==> src/rtl/aalu_pkg.sv <==
package aalu_pkg;

  // Data and addressing widths
  localparam int DATA_W = 8;
  localparam int ADDR_W = 7;
  localparam int NIB_W = 4;

  // Register bus offsets (byte addresses, one word each; file registers one byte each from OFF_FILE)
  localparam logic [7:0] OFF_CMD = 8'h00;
  localparam logic [7:0] OFF_ACC = 8'h04;
  localparam logic [7:0] OFF_STATUS = 8'h08;
  localparam logic [7:0] OFF_DIR_A = 8'h0C;
  localparam logic [7:0] OFF_DIR_B = 8'h10;
  localparam logic [7:0] OFF_DIR_C = 8'h14;
  localparam logic [7:0] OFF_WDT = 8'h18;
  localparam logic [7:0] OFF_FILE = 8'h80;

  // Command word fields: [3:0] opcode, [4] dest, [11:5] reg, [19:12] lit
  localparam int CMD_OP_LSB = 0;
  localparam int CMD_DEST_BIT = 4;
  localparam int CMD_REG_LSB = 5;
  localparam int CMD_LIT_LSB = 12;

  // Status bit positions
  localparam int ST_C = 0;
  localparam int ST_DC = 1;
  localparam int ST_Z = 2;
  localparam int ST_PD_N = 3;
  localparam int ST_TO_N = 4;
  localparam int ST_SLEEP = 5;

  // Direction load operand codes
  localparam logic [6:0] DIR_SEL_A = 7'h05;
  localparam logic [6:0] DIR_SEL_B = 7'h06;
  localparam logic [6:0] DIR_SEL_C = 7'h07;

  // Reset values
  localparam logic [7:0] DIR_RESET = 8'hFF;
  localparam logic [7:0] ZERO8 = 8'h00;

  // Watchdog widths
  localparam int WDT_W = 8;
  localparam int PRE_W = 8;

  typedef enum logic [3:0] {
    OP_NOP = 4'h0,
    OP_ROTATE_RIGHT_CARRY = 4'h1,
    OP_LITERAL_MINUS_ACC = 4'h2,
    OP_REG_MINUS_ACC = 4'h3,
    OP_REG_MINUS_ACC_BORROW = 4'h4,
    OP_NIBBLE_EXCHANGE = 4'h5,
    OP_LITERAL_XOR_ACC = 4'h6,
    OP_REG_XOR_ACC = 4'h7,
    OP_DIRECTION_LOAD = 4'h8,
    OP_SLEEP = 4'h9
  } aalu_op_type;

  typedef enum logic [0:0] {
    ST_RUN = 1'b0,
    ST_ASLEEP = 1'b1
  } aalu_state_type;

  // Decoded command
  typedef struct packed {
    aalu_op_type op;
    logic dest;
    logic [6:0] addr;
    logic [7:0] lit;
  } aalu_cmd_type;

  // Status flags
  typedef struct packed {
    logic sleep;
    logic expiry_flag;
    logic sleep_entered_flag;
    logic zero;
    logic half_carry_flag;
    logic carry;
  } aalu_status_type;

endpackage

==> src/rtl/aalu_core.sv <==
// The address-and-strobe port and the register offsets were decided locally.
`timescale 1ns/1ps
// Operation
// - Rotate right through carry: carry in at bit 7, bit 0 out to carry.
// - Register operand 0..127; dest 0 writes acc, 1 writes register.
// - literal_minus_acc puts literal minus acc in acc, sets C, DC, Z.
// - After literal_minus_acc C=acc<=lit and DC=acc low<=lit low.
// - reg_minus_acc puts register minus acc in dest, sets C, DC, Z.
// - After reg_minus_acc C=acc<=reg and DC=acc low<=reg low.
// - reg_minus_acc_borrow also subtracts inverted carry, sets C, DC, Z.
// - nibble_exchange swaps register nibbles into dest, no flags.
// - literal_xor_acc puts acc xor literal in acc, changes only Z.
// - reg_xor_acc puts acc xor register in dest, changes only Z.
// - direction_load copies acc to direction reg 5, 6 or 7, no flags.
// - Sleep clears sleep_entered_flag and sets expiry_flag.
// - Sleep zeroes the watchdog count and its prescaler.
// - After sleep the core stays in low-power state, clock halted, until the synchronised wake pin is seen.
module aalu_core
  import aalu_pkg::*;
#(
  parameter int FILE_DEPTH = 128
) (
  // Clock and reset
  input wire logic ref_clk,
  input wire logic reset,
  // Register bus
  input wire logic [7:0] bus_addr,
  input wire logic [31:0] bus_wdata,
  input wire logic bus_write,
  input wire logic bus_read,
  output logic [31:0] bus_rdata,
  // Wake request from outside
  input wire logic wake_pin,
  // Port direction outputs
  output logic [7:0] port_a_direction,
  output logic [7:0] port_b_direction,
  output logic [7:0] port_c_direction,
  // Low-power indication
  output logic clock_halted
);

  logic [7:0] acc;
  logic [7:0] file_mem [FILE_DEPTH];
  aalu_status_type status;
  aalu_state_type state;
  logic [WDT_W-1:0] watchdog_timer;
  logic [PRE_W-1:0] prescaler;
  logic [2:0] wake_sync;

  // Command decode from a write to the command register
  wire cmd_hit = bus_write && (bus_addr == OFF_CMD) && (state == ST_RUN);
  wire aalu_cmd_type cmd = '{
    op: aalu_op_type'(bus_wdata[CMD_OP_LSB +: 4]),
    dest: bus_wdata[CMD_DEST_BIT],
    addr: bus_wdata[CMD_REG_LSB +: ADDR_W],
    lit: bus_wdata[CMD_LIT_LSB +: DATA_W]};
  wire [7:0] fval = file_mem[cmd.addr];
  wire borrow_in = (cmd.op == OP_REG_MINUS_ACC_BORROW) ? ~status.carry
                                                     : 1'b0;
  wire [7:0] minuend = (cmd.op == OP_LITERAL_MINUS_ACC) ? cmd.lit : fval;

  // Subtraction: carry out of 9-bit sum is the no-borrow flag
  wire [8:0] sub_full = {1'b0, minuend} + {1'b0, ~acc}
                        + {8'h00, ~borrow_in};
  wire [4:0] sub_low = {1'b0, minuend[3:0]} + {1'b0, ~acc[3:0]}
                       + {4'h0, ~borrow_in};

  // Result selection
  logic [7:0] result;
  always_comb begin
    case (cmd.op)
      OP_ROTATE_RIGHT_CARRY: result = {status.carry, fval[7:1]};
      OP_LITERAL_MINUS_ACC,
      OP_REG_MINUS_ACC,
      OP_REG_MINUS_ACC_BORROW: result = sub_full[7:0];
      OP_NIBBLE_EXCHANGE: result = {fval[3:0], fval[7:4]};
      OP_LITERAL_XOR_ACC: result = acc ^ cmd.lit;
      OP_REG_XOR_ACC: result = acc ^ fval;
      default: result = acc;
    endcase
  end

  wire is_sub = (cmd.op == OP_LITERAL_MINUS_ACC) ||
                (cmd.op == OP_REG_MINUS_ACC) ||
                (cmd.op == OP_REG_MINUS_ACC_BORROW);
  wire is_xor = (cmd.op == OP_LITERAL_XOR_ACC) ||
                (cmd.op == OP_REG_XOR_ACC);
  wire is_reg_form = (cmd.op == OP_ROTATE_RIGHT_CARRY) ||
                     (cmd.op == OP_REG_MINUS_ACC) ||
                     (cmd.op == OP_REG_MINUS_ACC_BORROW) ||
                     (cmd.op == OP_NIBBLE_EXCHANGE) ||
                     (cmd.op == OP_REG_XOR_ACC);
  wire to_file = cmd_hit && is_reg_form && cmd.dest;
  wire to_acc = cmd_hit && ((is_reg_form && !cmd.dest) ||
                (cmd.op == OP_LITERAL_MINUS_ACC) ||
                (cmd.op == OP_LITERAL_XOR_ACC));
  wire is_sleep = cmd_hit && (cmd.op == OP_SLEEP);
  wire res_zero = (result == ZERO8);
  wire wake_seen = wake_sync[1] && wake_sync[2];
  wire file_wr = bus_write && (bus_addr >= OFF_FILE);
  wire [6:0] file_idx = bus_addr[6:0];

  // Next status value
  aalu_status_type next_status;
  always_comb begin
    next_status = status;
    if (cmd_hit && (cmd.op == OP_ROTATE_RIGHT_CARRY)) begin
      next_status.carry = fval[0];
    end
    if (cmd_hit && is_sub) begin
      next_status.carry = sub_full[8];
      next_status.half_carry_flag = sub_low[4];
      next_status.zero = res_zero;
    end
    if (cmd_hit && is_xor) begin
      next_status.zero = res_zero;
    end
    if (is_sleep) begin
      next_status.sleep_entered_flag = 1'b0;
      next_status.expiry_flag = 1'b1;
      next_status.sleep = 1'b1;
    end else if (state == ST_ASLEEP && wake_seen) begin
      next_status.sleep = 1'b0;
    end
  end

  // Rotate: carry into bit 7, bit 0 out to carry, other flags kept
  property p_rot;
    @(posedge ref_clk) disable iff (reset)
    cmd_hit && cmd.op == OP_ROTATE_RIGHT_CARRY
      |=> status.carry == $past(fval[0]) && $stable(status[5:1]);
  endproperty
  a_rot: assert property (p_rot)
    else $error("rotate carry wrong");
  property p_rot_res;
    @(posedge ref_clk) disable iff (reset)
    cmd_hit && cmd.op == OP_ROTATE_RIGHT_CARRY && !cmd.dest
      |=> acc == {$past(status.carry), $past(fval[7:1])};
  endproperty
  a_rot_res: assert property (p_rot_res)
    else $error("rotate result wrong");
  // Register destination leaves the accumulator alone
  property p_dest;
    @(posedge ref_clk) disable iff (reset)
    cmd_hit && is_reg_form && cmd.dest |=> $stable(acc);
  endproperty
  a_dest: assert property (p_dest)
    else $error("accumulator written for register destination");
  // Literal minus accumulator: result and both no-borrow flags
  property p_lit_res;
    @(posedge ref_clk) disable iff (reset)
    cmd_hit && cmd.op == OP_LITERAL_MINUS_ACC
      |=> acc == 8'($past(cmd.lit) - $past(acc));
  endproperty
  a_lit_res: assert property (p_lit_res)
    else $error("literal difference wrong");
  property p_sub_c;
    @(posedge ref_clk) disable iff (reset)
    cmd_hit && cmd.op == OP_LITERAL_MINUS_ACC
      |=> status.carry == ($past(acc) <= $past(cmd.lit))
      && status.half_carry_flag == ($past(acc[3:0]) <= $past(cmd.lit[3:0]));
  endproperty
  a_sub_c: assert property (p_sub_c)
    else $error("sub carry wrong");
  // Register minus accumulator: result and both no-borrow flags
  property p_reg_res;
    @(posedge ref_clk) disable iff (reset)
    cmd_hit && cmd.op == OP_REG_MINUS_ACC && !cmd.dest
      |=> acc == 8'($past(fval) - $past(acc));
  endproperty
  a_reg_res: assert property (p_reg_res)
    else $error("register difference wrong");
  property p_reg_c;
    @(posedge ref_clk) disable iff (reset)
    cmd_hit && cmd.op == OP_REG_MINUS_ACC
      |=> status.carry == ($past(acc) <= $past(fval))
      && status.half_carry_flag == ($past(acc[3:0]) <= $past(fval[3:0]));
  endproperty
  a_reg_c: assert property (p_reg_c)
    else $error("register borrow flags wrong");
  // Borrow form: the inverted carry is taken off as well
  property p_brw_res;
    @(posedge ref_clk) disable iff (reset)
    cmd_hit && cmd.op == OP_REG_MINUS_ACC_BORROW && !cmd.dest
      |=> acc == 8'($past(fval) - $past(acc) - {7'h00, ~$past(status.carry)});
  endproperty
  a_brw_res: assert property (p_brw_res)
    else $error("borrow difference wrong");
  property p_brw_c;
    @(posedge ref_clk) disable iff (reset)
    cmd_hit && cmd.op == OP_REG_MINUS_ACC_BORROW
      |=> status.carry == ({1'b0, $past(acc)} + {8'h00, ~$past(status.carry)}
      <= {1'b0, $past(fval)})
      && status.half_carry_flag == ({1'b0, $past(acc[3:0])}
      + {4'h0, ~$past(status.carry)} <= {1'b0, $past(fval[3:0])});
  endproperty
  a_brw_c: assert property (p_brw_c)
    else $error("borrow flags wrong");
  // Nibble exchange keeps every arithmetic flag
  property p_swap;
    @(posedge ref_clk) disable iff (reset)
    cmd_hit && cmd.op == OP_NIBBLE_EXCHANGE |=> $stable(status[2:0]);
  endproperty
  a_swap: assert property (p_swap)
    else $error("swap flags");
  // Exclusive OR: only the zero flag may move
  property p_xor_flags;
    @(posedge ref_clk) disable iff (reset)
    cmd_hit && is_xor |=> $stable(status[1:0]) && $stable(status[5:3]);
  endproperty
  a_xor_flags: assert property (p_xor_flags)
    else $error("xor touched other flags");
  property p_xor_res;
    @(posedge ref_clk) disable iff (reset)
    cmd_hit && cmd.op == OP_REG_XOR_ACC && !cmd.dest
      |=> acc == ($past(acc) ^ $past(fval));
  endproperty
  a_xor_res: assert property (p_xor_res)
    else $error("xor result wrong");
  // Zero flag follows a result left in the accumulator
  property p_zero;
    @(posedge ref_clk) disable iff (reset)
    to_acc && (is_sub || is_xor) |=> status.zero == (acc == ZERO8);
  endproperty
  a_zero: assert property (p_zero)
    else $error("zero flag wrong");
  c_sub: cover property (@(posedge ref_clk) cmd_hit && is_sub);
  c_xor: cover property (@(posedge ref_clk) cmd_hit && is_xor);

  // Wake pin synchroniser
  always_ff @(posedge ref_clk) begin
    if (reset) begin
      wake_sync <= 3'h0;
    end else begin
      wake_sync <= {wake_sync[1:0], wake_pin};
    end
  end

  // Accumulator and status
  always_ff @(posedge ref_clk) begin
    if (reset) begin
      acc <= ZERO8;
      status <= '{default: 1'b0, sleep_entered_flag: 1'b1,
                  expiry_flag: 1'b1};
    end else begin
      status <= next_status;
      if (to_acc) begin
        acc <= result;
      end
    end
  end

  // Data register file, no reset on contents
  always_ff @(posedge ref_clk) begin
    if (to_file) begin
      file_mem[cmd.addr] <= result;
    end else if (file_wr) begin
      file_mem[file_idx] <= bus_wdata[7:0];
    end
  end

  // Direction registers
  wire dir_cmd = cmd_hit && (cmd.op == OP_DIRECTION_LOAD);
  always_ff @(posedge ref_clk) begin
    if (reset) begin
      port_a_direction <= DIR_RESET;
      port_b_direction <= DIR_RESET;
      port_c_direction <= DIR_RESET;
    end else if (dir_cmd) begin
      if (cmd.addr == DIR_SEL_A) port_a_direction <= acc;
      if (cmd.addr == DIR_SEL_B) port_b_direction <= acc;
      if (cmd.addr == DIR_SEL_C) port_c_direction <= acc;
    end
  end

  // Direction load to port B copies the accumulator and leaves the flags alone
  property p_dir;
    @(posedge ref_clk) disable iff (reset)
    dir_cmd && cmd.addr == DIR_SEL_B
      |=> port_b_direction == $past(acc) && $stable(status);
  endproperty
  a_dir: assert property (p_dir)
    else $error("direction load wrong");

  // Watchdog count, prescaler and sleep state
  always_ff @(posedge ref_clk) begin
    if (reset) begin
      watchdog_timer <= '0;
      prescaler <= '0;
      state <= ST_RUN;
      clock_halted <= 1'b0;
    end else if (is_sleep) begin
      watchdog_timer <= '0;
      prescaler <= '0;
      state <= ST_ASLEEP;
      clock_halted <= 1'b1;
    end else begin
      case (state)
        ST_RUN: begin
          prescaler <= prescaler + 1'b1;
          if (prescaler == '1) watchdog_timer <= watchdog_timer + 1'b1;
        end
        ST_ASLEEP: begin
          if (wake_seen) begin
            state <= ST_RUN;
            clock_halted <= 1'b0;
          end
        end
        default: state <= ST_RUN;
      endcase
    end
  end

  // Sleep side effects and the halted state
  property p_sleep;
    @(posedge ref_clk) disable iff (reset)
    is_sleep |=> !status.sleep_entered_flag && status.expiry_flag
      && watchdog_timer == '0 && clock_halted;
  endproperty
  a_sleep: assert property (p_sleep)
    else $error("sleep effects");
  property p_wdt;
    @(posedge ref_clk) disable iff (reset)
    is_sleep |=> watchdog_timer == '0 && prescaler == '0;
  endproperty
  a_wdt: assert property (p_wdt)
    else $error("watchdog not cleared by sleep");
  property p_asleep;
    @(posedge ref_clk) disable iff (reset)
    state == ST_ASLEEP && !wake_seen
      |=> clock_halted && $stable(acc) && $stable(watchdog_timer);
  endproperty
  a_asleep: assert property (p_asleep)
    else $error("activity while asleep");
  c_sleep: cover property (@(posedge ref_clk) is_sleep);
  c_wake: cover property (@(posedge ref_clk) state == ST_ASLEEP && wake_seen);

  // Read mux
  logic [31:0] next_rdata;
  always_comb begin
    next_rdata = 32'h0000_0000;
    if (bus_addr >= OFF_FILE) next_rdata[7:0] = file_mem[file_idx];
    else case (bus_addr)
      OFF_ACC: next_rdata[7:0] = acc;
      OFF_STATUS: next_rdata[5:0] = status;
      OFF_DIR_A: next_rdata[7:0] = port_a_direction;
      OFF_DIR_B: next_rdata[7:0] = port_b_direction;
      OFF_DIR_C: next_rdata[7:0] = port_c_direction;
      OFF_WDT: next_rdata[7:0] = watchdog_timer;
      default: next_rdata = 32'h0000_0000;
    endcase
  end

  always_ff @(posedge ref_clk) begin
    if (reset) bus_rdata <= 32'h0000_0000;
    else bus_rdata <= bus_read ? next_rdata : 32'h0000_0000;
  end

endmodule

==> config.mk <==
export PLATFORM = sky130hd
export DESIGN_NAME = aalu_core
export DESIGN_NICKNAME = d
export VERILOG_FILES = /design/src/rtl/aalu_pkg.sv /design/src/rtl/aalu_core.sv
export SDC_FILE = /design/constraint.sdc
export NUM_CORES = 1
export LEC_CHECK = 0
export BUFFER_PORTS_ARGS = -buffer_cell sky130_fd_sc_hd__buf_4
export CAP_MARGIN = 10
export CORE_MARGIN = 5
export CORE_UTILIZATION = 55
export CTS_CLUSTER_SIZE = 24
export DETAILED_ROUTE_END_ITERATION = 16
export PLACE_DENSITY_LB_ADDON = 0.08
export SYNTH_ARGS = -nofsm -noshare
export SYNTH_HDL_FRONTEND = slang
export SYNTH_SLANG_ARGS = --single-unit
export TNS_END_PERCENT = 20
==> constraint.sdc <==
create_clock -name ref_clk -period 30 [get_ports ref_clk]
set_clock_uncertainty 0.15 [all_clocks]
set_input_delay 1.5 -clock ref_clk [delete_from_list [all_inputs] [get_ports ref_clk]]
set_output_delay 1.5 -clock ref_clk [all_outputs]
set_load 0.005 [all_outputs]
==> results of run 1 <==
kinds of logic (layout without fill, tap and decap cells):
family / after synthesis / in the layout / synth area share, %
xor+xnor: 23 / 23 / 0.385
flops: 1090 / 1090 / 61.2
mux: 721 / 721 / 26.4
simple gates: 554 / 554 / 4.73
other cells: 1 / 26 / 0.00716
compound gates: 322 / 322 / 4.36
buf+inv: 264 / 360 / 2.54
fa+ha+maj: 11 / 11 / 0.292
synth_stat cells, drive strengths merged (9+ instances only):
cell / count / area (um^2)
nand3: 41 / 205
mux2i: 160 / 1600
o21ai: 35 / 179
buf: 116 / 777
nor2b: 27 / 169
a31oi: 15 / 93.8
dfxtp: 66 / 1320
nand2: 186 / 698
a22o: 10 / 87.6
xor2: 12 / 105
or2: 9 / 56.3
mux4: 526 / 11800
inv: 19 / 71.3
ha: 9 / 113
nor3: 13 / 65.1
nand3b: 12 / 90.1
xnor2: 11 / 96.3
a21oi: 59 / 295
a221oi: 23 / 214
nand2b: 18 / 113
o211ai: 16 / 120
a22oi: 54 / 405
mux2: 35 / 394
o22ai: 22 / 138
a211oi: 14 / 105
edfxtp: 1024 / 30700
clkbuf: 128 / 480
o31ai: 11 / 87.6
nor2: 206 / 776
power groups by stage:
stage / logic, mW / clock network, mW / registers (mW)
finish: 0.351 / 1.38 / 1.71
floorplan: 0.212 / 0 / 1.75
CTS: 0.346 / 1.39 / 1.71
global route: 0.363 / 1.45 / 1.71
global placement: 0.338 / 0 / 1.74
detailed placement: 0.345 / 0 / 1.74
stage by stage:
stage	power, mW	hold WS (ns)	std cells	setup slack [ns]
after floorplan	1.96	0.264	3009	18.55
after global placement	2.08	0.301	4159	19.41
after detailed placement	2.08	0.298	4159	19.15
after CTS	3.44	0.306	4369	19.90
after global routing	3.52	0.317	4370	19.38
final	3.44	0.299	4372	19.80
worst max path at each step:
| stage | from | endpoint | depth (start not counted) |
|---|---|---|---|
| 2_1_floorplan | bus_wdata[6] | file_mem[0][6] | 21 |
| 3_3_place_gp | bus_wdata[5] | file_mem[14][6] | 23 |
| 3_5_place_dp | bus_wdata[5] | file_mem[20][6] | 23 |
| 4_1_cts | bus_wdata[5] | file_mem[31][6] | 23 |
| 5_1_grt | bus_wdata[5] | file_mem[21][6] | 23 |
| 6_report | bus_wdata[5] | file_mem[21][6] | 23 |
routing by layer:
metal | part of all wire [%] | GRT usage, %
met1 | 37 | 44.0
met3 | 11 | 8.67
met2 | 47 | 49.4
met5 | 0.024 | 0
met4 | 4.6 | 12.4
state kept, by name, indices dropped and copies added (netlist names):
register and cells:
acc 8, bus_rdata 8, clock_halted 1, file_mem 1024, port_a_direction 8, port_b_direction 8, port_c_direction 8, prescaler 8
state 1, status 5, wake_sync 3, watchdog_timer 8
cell type report:
class / instances / area share (%)
multi-input cells: 1655 / 33.3
well taps: 1265 / 2.75
clock inverters: 75 / 1.08
flip-flops and latches: 1090 / 55.8
clock buffers: 135 / 5.14
diodes: 2 / 0.00870
repair buffers: 130 / 1.78
inverters: 20 / 0.131
worst max-delay path, cell delays in order:
cell                       delay (ns)
sky130_fd_sc_hd__buf_8           0.43
sky130_fd_sc_hd__buf_4           0.66
sky130_fd_sc_hd__buf_4           0.62
sky130_fd_sc_hd__buf_12          0.56
sky130_fd_sc_hd__mux4_2          0.59
sky130_fd_sc_hd__a22o_1          0.27
sky130_fd_sc_hd__a211oi_1        0.45
sky130_fd_sc_hd__a31o_1          0.28
sky130_fd_sc_hd__a32oi_1         0.32
sky130_fd_sc_hd__mux2i_1         0.36
sky130_fd_sc_hd__fa_1            0.29
sky130_fd_sc_hd__inv_1           0.08
sky130_fd_sc_hd__fa_1            0.43
sky130_fd_sc_hd__a21o_1          0.18
sky130_fd_sc_hd__a21oi_1         0.31
sky130_fd_sc_hd__o21bai_1        0.10
sky130_fd_sc_hd__a21oi_1         0.22
sky130_fd_sc_hd__xnor2_1         0.18
sky130_fd_sc_hd__a21oi_1         0.14
sky130_fd_sc_hd__nand4_1         0.15
sky130_fd_sc_hd__o221ai_1        0.23
sky130_fd_sc_hd__o21ai_4         0.94
sky130_fd_sc_hd__buf_4           0.85
cell usage in the layout (no fill, tap or decap), types with 15 or more instances in the layout:
cell type / instances
sky130_fd_sc_hd__mux2_2: 31
sky130_fd_sc_hd__nand3_1: 41
sky130_fd_sc_hd__edfxtp_1: 1024
sky130_fd_sc_hd__o211ai_1: 16
sky130_fd_sc_hd__o21ai_0: 28
sky130_fd_sc_hd__mux4_2: 526
sky130_fd_sc_hd__dfxtp_1: 66
sky130_fd_sc_hd__nor2b_1: 23
sky130_fd_sc_hd__buf_4: 124
sky130_fd_sc_hd__inv_1: 18
sky130_fd_sc_hd__nor2_1: 203
sky130_fd_sc_hd__nand2b_1: 18
sky130_fd_sc_hd__a21oi_1: 54
sky130_fd_sc_hd__a31oi_1: 15
sky130_fd_sc_hd__a22oi_1: 54
sky130_fd_sc_hd__o22ai_1: 22
sky130_fd_sc_hd__conb_1: 24
sky130_fd_sc_hd__a221oi_1: 21
sky130_fd_sc_hd__nand2_1: 186
sky130_fd_sc_hd__clkbuf_1: 20
sky130_fd_sc_hd__mux2i_1: 160
sky130_fd_sc_hd__clkinv_1: 29
sky130_fd_sc_hd__clkinv_2: 25
sky130_fd_sc_hd__clkbuf_16: 115
==> flow_summary_export.csv, run 1 <==
group,metric,value,unit
route,routed-via-count,31200,
clock_tree,worst_skew_pair.late_latency,0.71,ns
floorplan,floorplan.die.width,319,um
timing,grt_setup_unrepaired,"false",
power,power.switching,0.837,mW
power,share_seq_of_total_power,49.7,%
global_routing,first_pass_grt_wire_length,232,mm
synthesis,asyncSetResetFlopFracSynth,0,%
synthesis,post_synth_instance_area,52400,um^2
worst_setup_path,arrival,10.42,ns
run_status,run_status,"completed",
clock_tree,cts-hold-fix-buffers,0,
worst_setup_path,rr_endpoint,"file_mem[21][6]",
layout,stdcell_area,57500,um^2
route,wirelength,163,mm
placement,portBuffers,65,
route,dr.first_iter.drc_count,4404,
worst_setup_path,critical_path_required,30.22,ns
layout,multi_input_comb_area,19200,um^2
clock_tree,cts_resized,0,
timing,final-setup-viol-count,0,
clock_tree,htree_levels,3,
layout,total_area_of_sequential_cells,32100,um^2
route,route.detailed.vias_per_inst,7.14,
clock_tree,cts_sinks,1090,
clock_tree,tritoncts,"yes",
hold_path,min-delay-path-class,"reg -> reg",
power,static-leakage-power,18.4,nW
synthesis,ys_warn_count,0,
hold_path,min_path_cells,1,
layout,layout.core_utilization,60.7,%
worst_setup_path,criticalPathCategory,"in -> reg",
synthesis,synthFlopType,"sky130_fd_sc_hd__edfxtp_1",
synthesis,synth.avg_cell_area,17.5,um^2
power,power.share.combinational,10.2,%
synthesis,synth_sequential_area_ratio,61.2,%
floorplan,die-area,101000,um^2
worst_setup_path,ff_to_ff_setup_slack,22.59,ns
power,power.internal,2.60,mW
floorplan,start_util,55.3,%
clock_tree,post_cts_buffers,0,
clock_tree,ctsRootBufferMaster,"sky130_fd_sc_hd__clkbuf_16",
timing,min_period,10.20,ns
timing,worst_pin_slew,1.29,ns
run,maxCapViolCount,0,
placement,detailedPlacementHpwl,106,mm
route,detail_route.first_pass.iterations,6,
global_routing,first_global_vias,31400,
hold_path,min_delay_worst_endpoint,"wake_sync[1]",
global_routing,antenna_found_initial,5,
worst_setup_path,reg2reg_depth,19,
global_routing,grt_usage,31.9,%
power,power_switching_share,24.4,%
worst_setup_path,critPathMaxFanout,88,
timing,finalHoldViolations,0,
worst_setup_path,cp-end-kind,"flop",
power,worst_ir_drop_vdd,58.2,uV
layout,fill_cells,6948,
power,power.share.clock,40.1,%
timing,final_max_slew_viol_count,0,
placement,placement.cell_area,53900,um^2
clock_tree,total_clock_buffers_created_by_cts,114,
layout,fin_nets,3067,
placement,finalWeightedCongestion,0.937,
clock_tree,clk_pin_slew_worst_paths,0.06,ns
timing,tns,0,ns
worst_setup_path,critical_path.reg2reg.startpoint,"file_mem[40][0]",
timing,maxClockFrequency,98.0,MHz
route,routed_wire_length_per_instance,37.3,um
layout,final_layout_size_suffix_gt1_share,28.5,%
synthesis,postSynthCellCount,2986,
global_routing,grt_start_max_net_pins,105,
synthesis,synth.ff_latch_count,1090,
floorplan,dieHeight,319,um
route,route.detailed.drc,0,
layout,synthToLayoutAreaGrowth,9.80,%
route,ant_nets,0,
synthesis,synth_enable_flop_cells,1024,
hold_path,hold_start,"wake_sync[0]",
timing,post-route-period-util,34.0,%
power,cellPowerDensity,59.7,nW/um^2
global_routing,grt_overflow,0,
floorplan,row_count,113,
clock_tree,cts.path.max_buffers,3,
timing,worst_slew_margin_rel,13.5,%
floorplan,core_outline_area,94700,um^2
floorplan,ios,102,
worst_setup_path,cp-start-kind,"input port",
synthesis,yosysUniqueCellTypes,85,
(Power assumes the default switching activity.)
==> run 2, diff against run 1 <==
clock period = 8.9 ns   (was 30 ns; I/O delays follow)
==> run 2 against run 1 <==
Critical path depth is 2 lower. Clock power increased to 3.5 times the previous value. Final cell count up 0.73%. Global-route usage rose by 0.18 points. Sequential cell count unchanged. Total power grew to 3.4 times the previous value. Via count is 0.75% higher. Critical endpoint is now file_mem[2][6]. Largest power group unchanged. Highest routed layer unchanged.
==> flow_summary_export.csv, run 2 (synthesis results as in run 1) <==
group,metric,value,unit
run_status,run_status,"completed",
clock_tree,tritoncts,"yes",
worst_setup_path,critPathLaunch,"bus_wdata[5]",
layout,registers.top_by_ff_count,"file_mem",
global_routing,grt_usage,32.1,%
layout,final_layout_size_suffix_gt1_share,29.2,%
worst_setup_path,criticalPathCategory,"in -> reg",
worst_setup_path,endpoint,"file_mem[2][6]",
global_routing,first_pass_grt_wire_length,234,mm
layout,largest_register_ffs,1024,
worst_setup_path,arrival,7.06,ns
clock_tree,htree_levels,3,
layout,total_area_of_sequential_cells,32100,um^2
placement,portBuffers,65,
placement,detailedPlacementHpwl,106,mm
worst_setup_path,critical_path_required,9.09,ns
layout,fin_nets,3095,
clock_tree,post_cts_buffers,0,
route,routed_wire_length_per_instance,37.2,um
worst_setup_path,critPathMaxFanout,96,
worst_setup_path,reg2reg_depth,19,
timing,min_period,6.87,ns
hold_path,min-delay-path-class,"in -> reg",
layout,layout_commonest_cell,"sky130_fd_sc_hd__edfxtp_1",
timing,final_max_slew_viol_count,0,
clock_tree,ctsRootBufferMaster,"sky130_fd_sc_hd__clkbuf_16",
timing,worst_pin_slew,1.27,ns
power,worst_ir_drop_vdd,202,uV
worst_setup_path,rr_endpoint,"file_mem[2][6]",
clock_tree,total_clock_buffers_created_by_cts,113,
global_routing,antenna_found_initial,6,
run,maxCapViolCount,0,
route,ant_nets,0,
timing,grt_setup_unrepaired,"false",
hold_path,hold_start,"bus_wdata[3]",
global_routing,grt_start_max_net_pins,129,
global_routing,grt_overflow,0,
placement,finalWeightedCongestion,0.930,
timing,tns,0,ns
clock_tree,cts.path.max_buffers,3,
timing,final_critical_path_setup_slack,2.03,ns
route,wirelength,164,mm
worst_setup_path,critical_path.reg2reg.startpoint,"file_mem[75][0]",
clock_tree,clk_pin_slew_worst_paths,0.06,ns
layout,synthToLayoutAreaGrowth,10.8,%
timing,worst_slew_margin_rel,15.1,%
route,route.detailed.vias_per_inst,7.15,
timing,finalHoldViolations,0,
clock_tree,cts_sinks,1090,
worst_setup_path,cp-end-kind,"flop",
route,dr.first_iter.drc_count,4526,
timing,maxClockFrequency,146,MHz
layout,multi_input_comb_area,19200,um^2
worst_setup_path,cp-start-kind,"input port",
layout,fill_cells,6867,
route,detail_route.first_pass.iterations,6,
floorplan,start_util,55.3,%
timing,post-route-period-util,77.2,%
layout,most-common-layout-cells,"1024 x sky130_fd_sc_hd__edfxtp_1, 526 x sky130_fd_sc_hd__mux4_2, 203 x sky130_fd_sc_hd__nor2_1, 186 x sky130_fd_sc_hd__nand2_1, 160 x sky130_fd_sc_hd__mux2i_1",
route,route.detailed.drc,0,
route,routed-via-count,31500,
worst_setup_path,ff_to_ff_setup_slack,2.45,ns
floorplan,row_count,113,
floorplan,floorplan.die.width,319,um
timing,final-setup-viol-count,0,
floorplan,ios,102,
power,cellPowerDensity,203,nW/um^2
floorplan,dieHeight,319,um
placement,preCtsSetupSlack,1.39,ns
global_routing,first_global_vias,31700,
floorplan,die-area,101000,um^2
clock_tree,cts_resized,0,
power,static-leakage-power,18.7,nW
floorplan,core_outline_area,94700,um^2
clock_tree,worst_skew_pair.late_latency,0.71,ns
clock_tree,cts-hold-fix-buffers,6,
## run 2: cell type report
class	instances	area share, %
inverters	20	0.129
flip-flops and latches	1090	55.3
clock buffers	134	5.12
repair buffers	159	2.33
multi-input cells	1655	33.0
well taps	1265	2.73
diodes	4	0.0172
clock inverters	77	1.38
## run 2: metal layers
layer  vias to the layer above  part of all wire [%]  track usage, %
met5                         -                0.0079               0
met4                         2                   4.8            12.8
met3                       359                    11            8.14
met2                      2018                    47            50.2
met1                     16600                    37            43.9
li1                      12500                     -               -
## run 2: power by group
group / switching (mW) / total (mW) / internal [mW]
clock: 2.03 / 4.84 / 2.82
combinational: 0.793 / 1.20 / 0.407
sequential: 0.00518 / 5.75 / 5.74
## run 2: critical path, stage by stage
cell	delay [ns]
sky130_fd_sc_hd__buf_8	0.65
sky130_fd_sc_hd__buf_4	0.36
sky130_fd_sc_hd__mux4_2	0.53
sky130_fd_sc_hd__mux2i_1	0.18
sky130_fd_sc_hd__o22ai_1	0.12
sky130_fd_sc_hd__o22ai_1	0.48
sky130_fd_sc_hd__a32oi_1	0.53
sky130_fd_sc_hd__mux2i_1	0.34
sky130_fd_sc_hd__fa_1	0.26
sky130_fd_sc_hd__inv_1	0.08
sky130_fd_sc_hd__fa_1	0.43
sky130_fd_sc_hd__a21o_1	0.18
sky130_fd_sc_hd__a21oi_1	0.27
sky130_fd_sc_hd__o21bai_1	0.10
sky130_fd_sc_hd__a21oi_1	0.22
sky130_fd_sc_hd__xnor2_1	0.21
sky130_fd_sc_hd__a21oi_1	0.16
sky130_fd_sc_hd__nand4_1	0.15
sky130_fd_sc_hd__o221ai_1	0.22
sky130_fd_sc_hd__o21ai_4	0.20
sky130_fd_sc_hd__buf_4	0.73
## run 2: per-stage QoR
stage | utilization, % | cell area [um^2] | hold WS [ns] | std cells | power (mW)
after floorplan | - | 52500 | 0.264 | 3009 | 6.61
after global placement | 57.2 | 54200 | 0.300 | 4182 | 7.01
after detailed placement | 57.2 | 54200 | 0.300 | 4183 | 7.03
after CTS | 61.3 | 58000 | 0.0823 | 4400 | 11.8
after global routing | 61.3 | 58000 | 0.147 | 4400 | 12.1
final | 61.3 | 58000 | 0.122 | 4404 | 11.8
## run 2: worst min-delay path by stage
stage                    to  cells after the start
6_report          status[5]                      3
2_1_floorplan  wake_sync[1]                      1
4_1_cts           status[5]                      3
3_3_place_gp      status[3]                      2
3_5_place_dp      status[3]                      2
5_1_grt           status[5]                      3
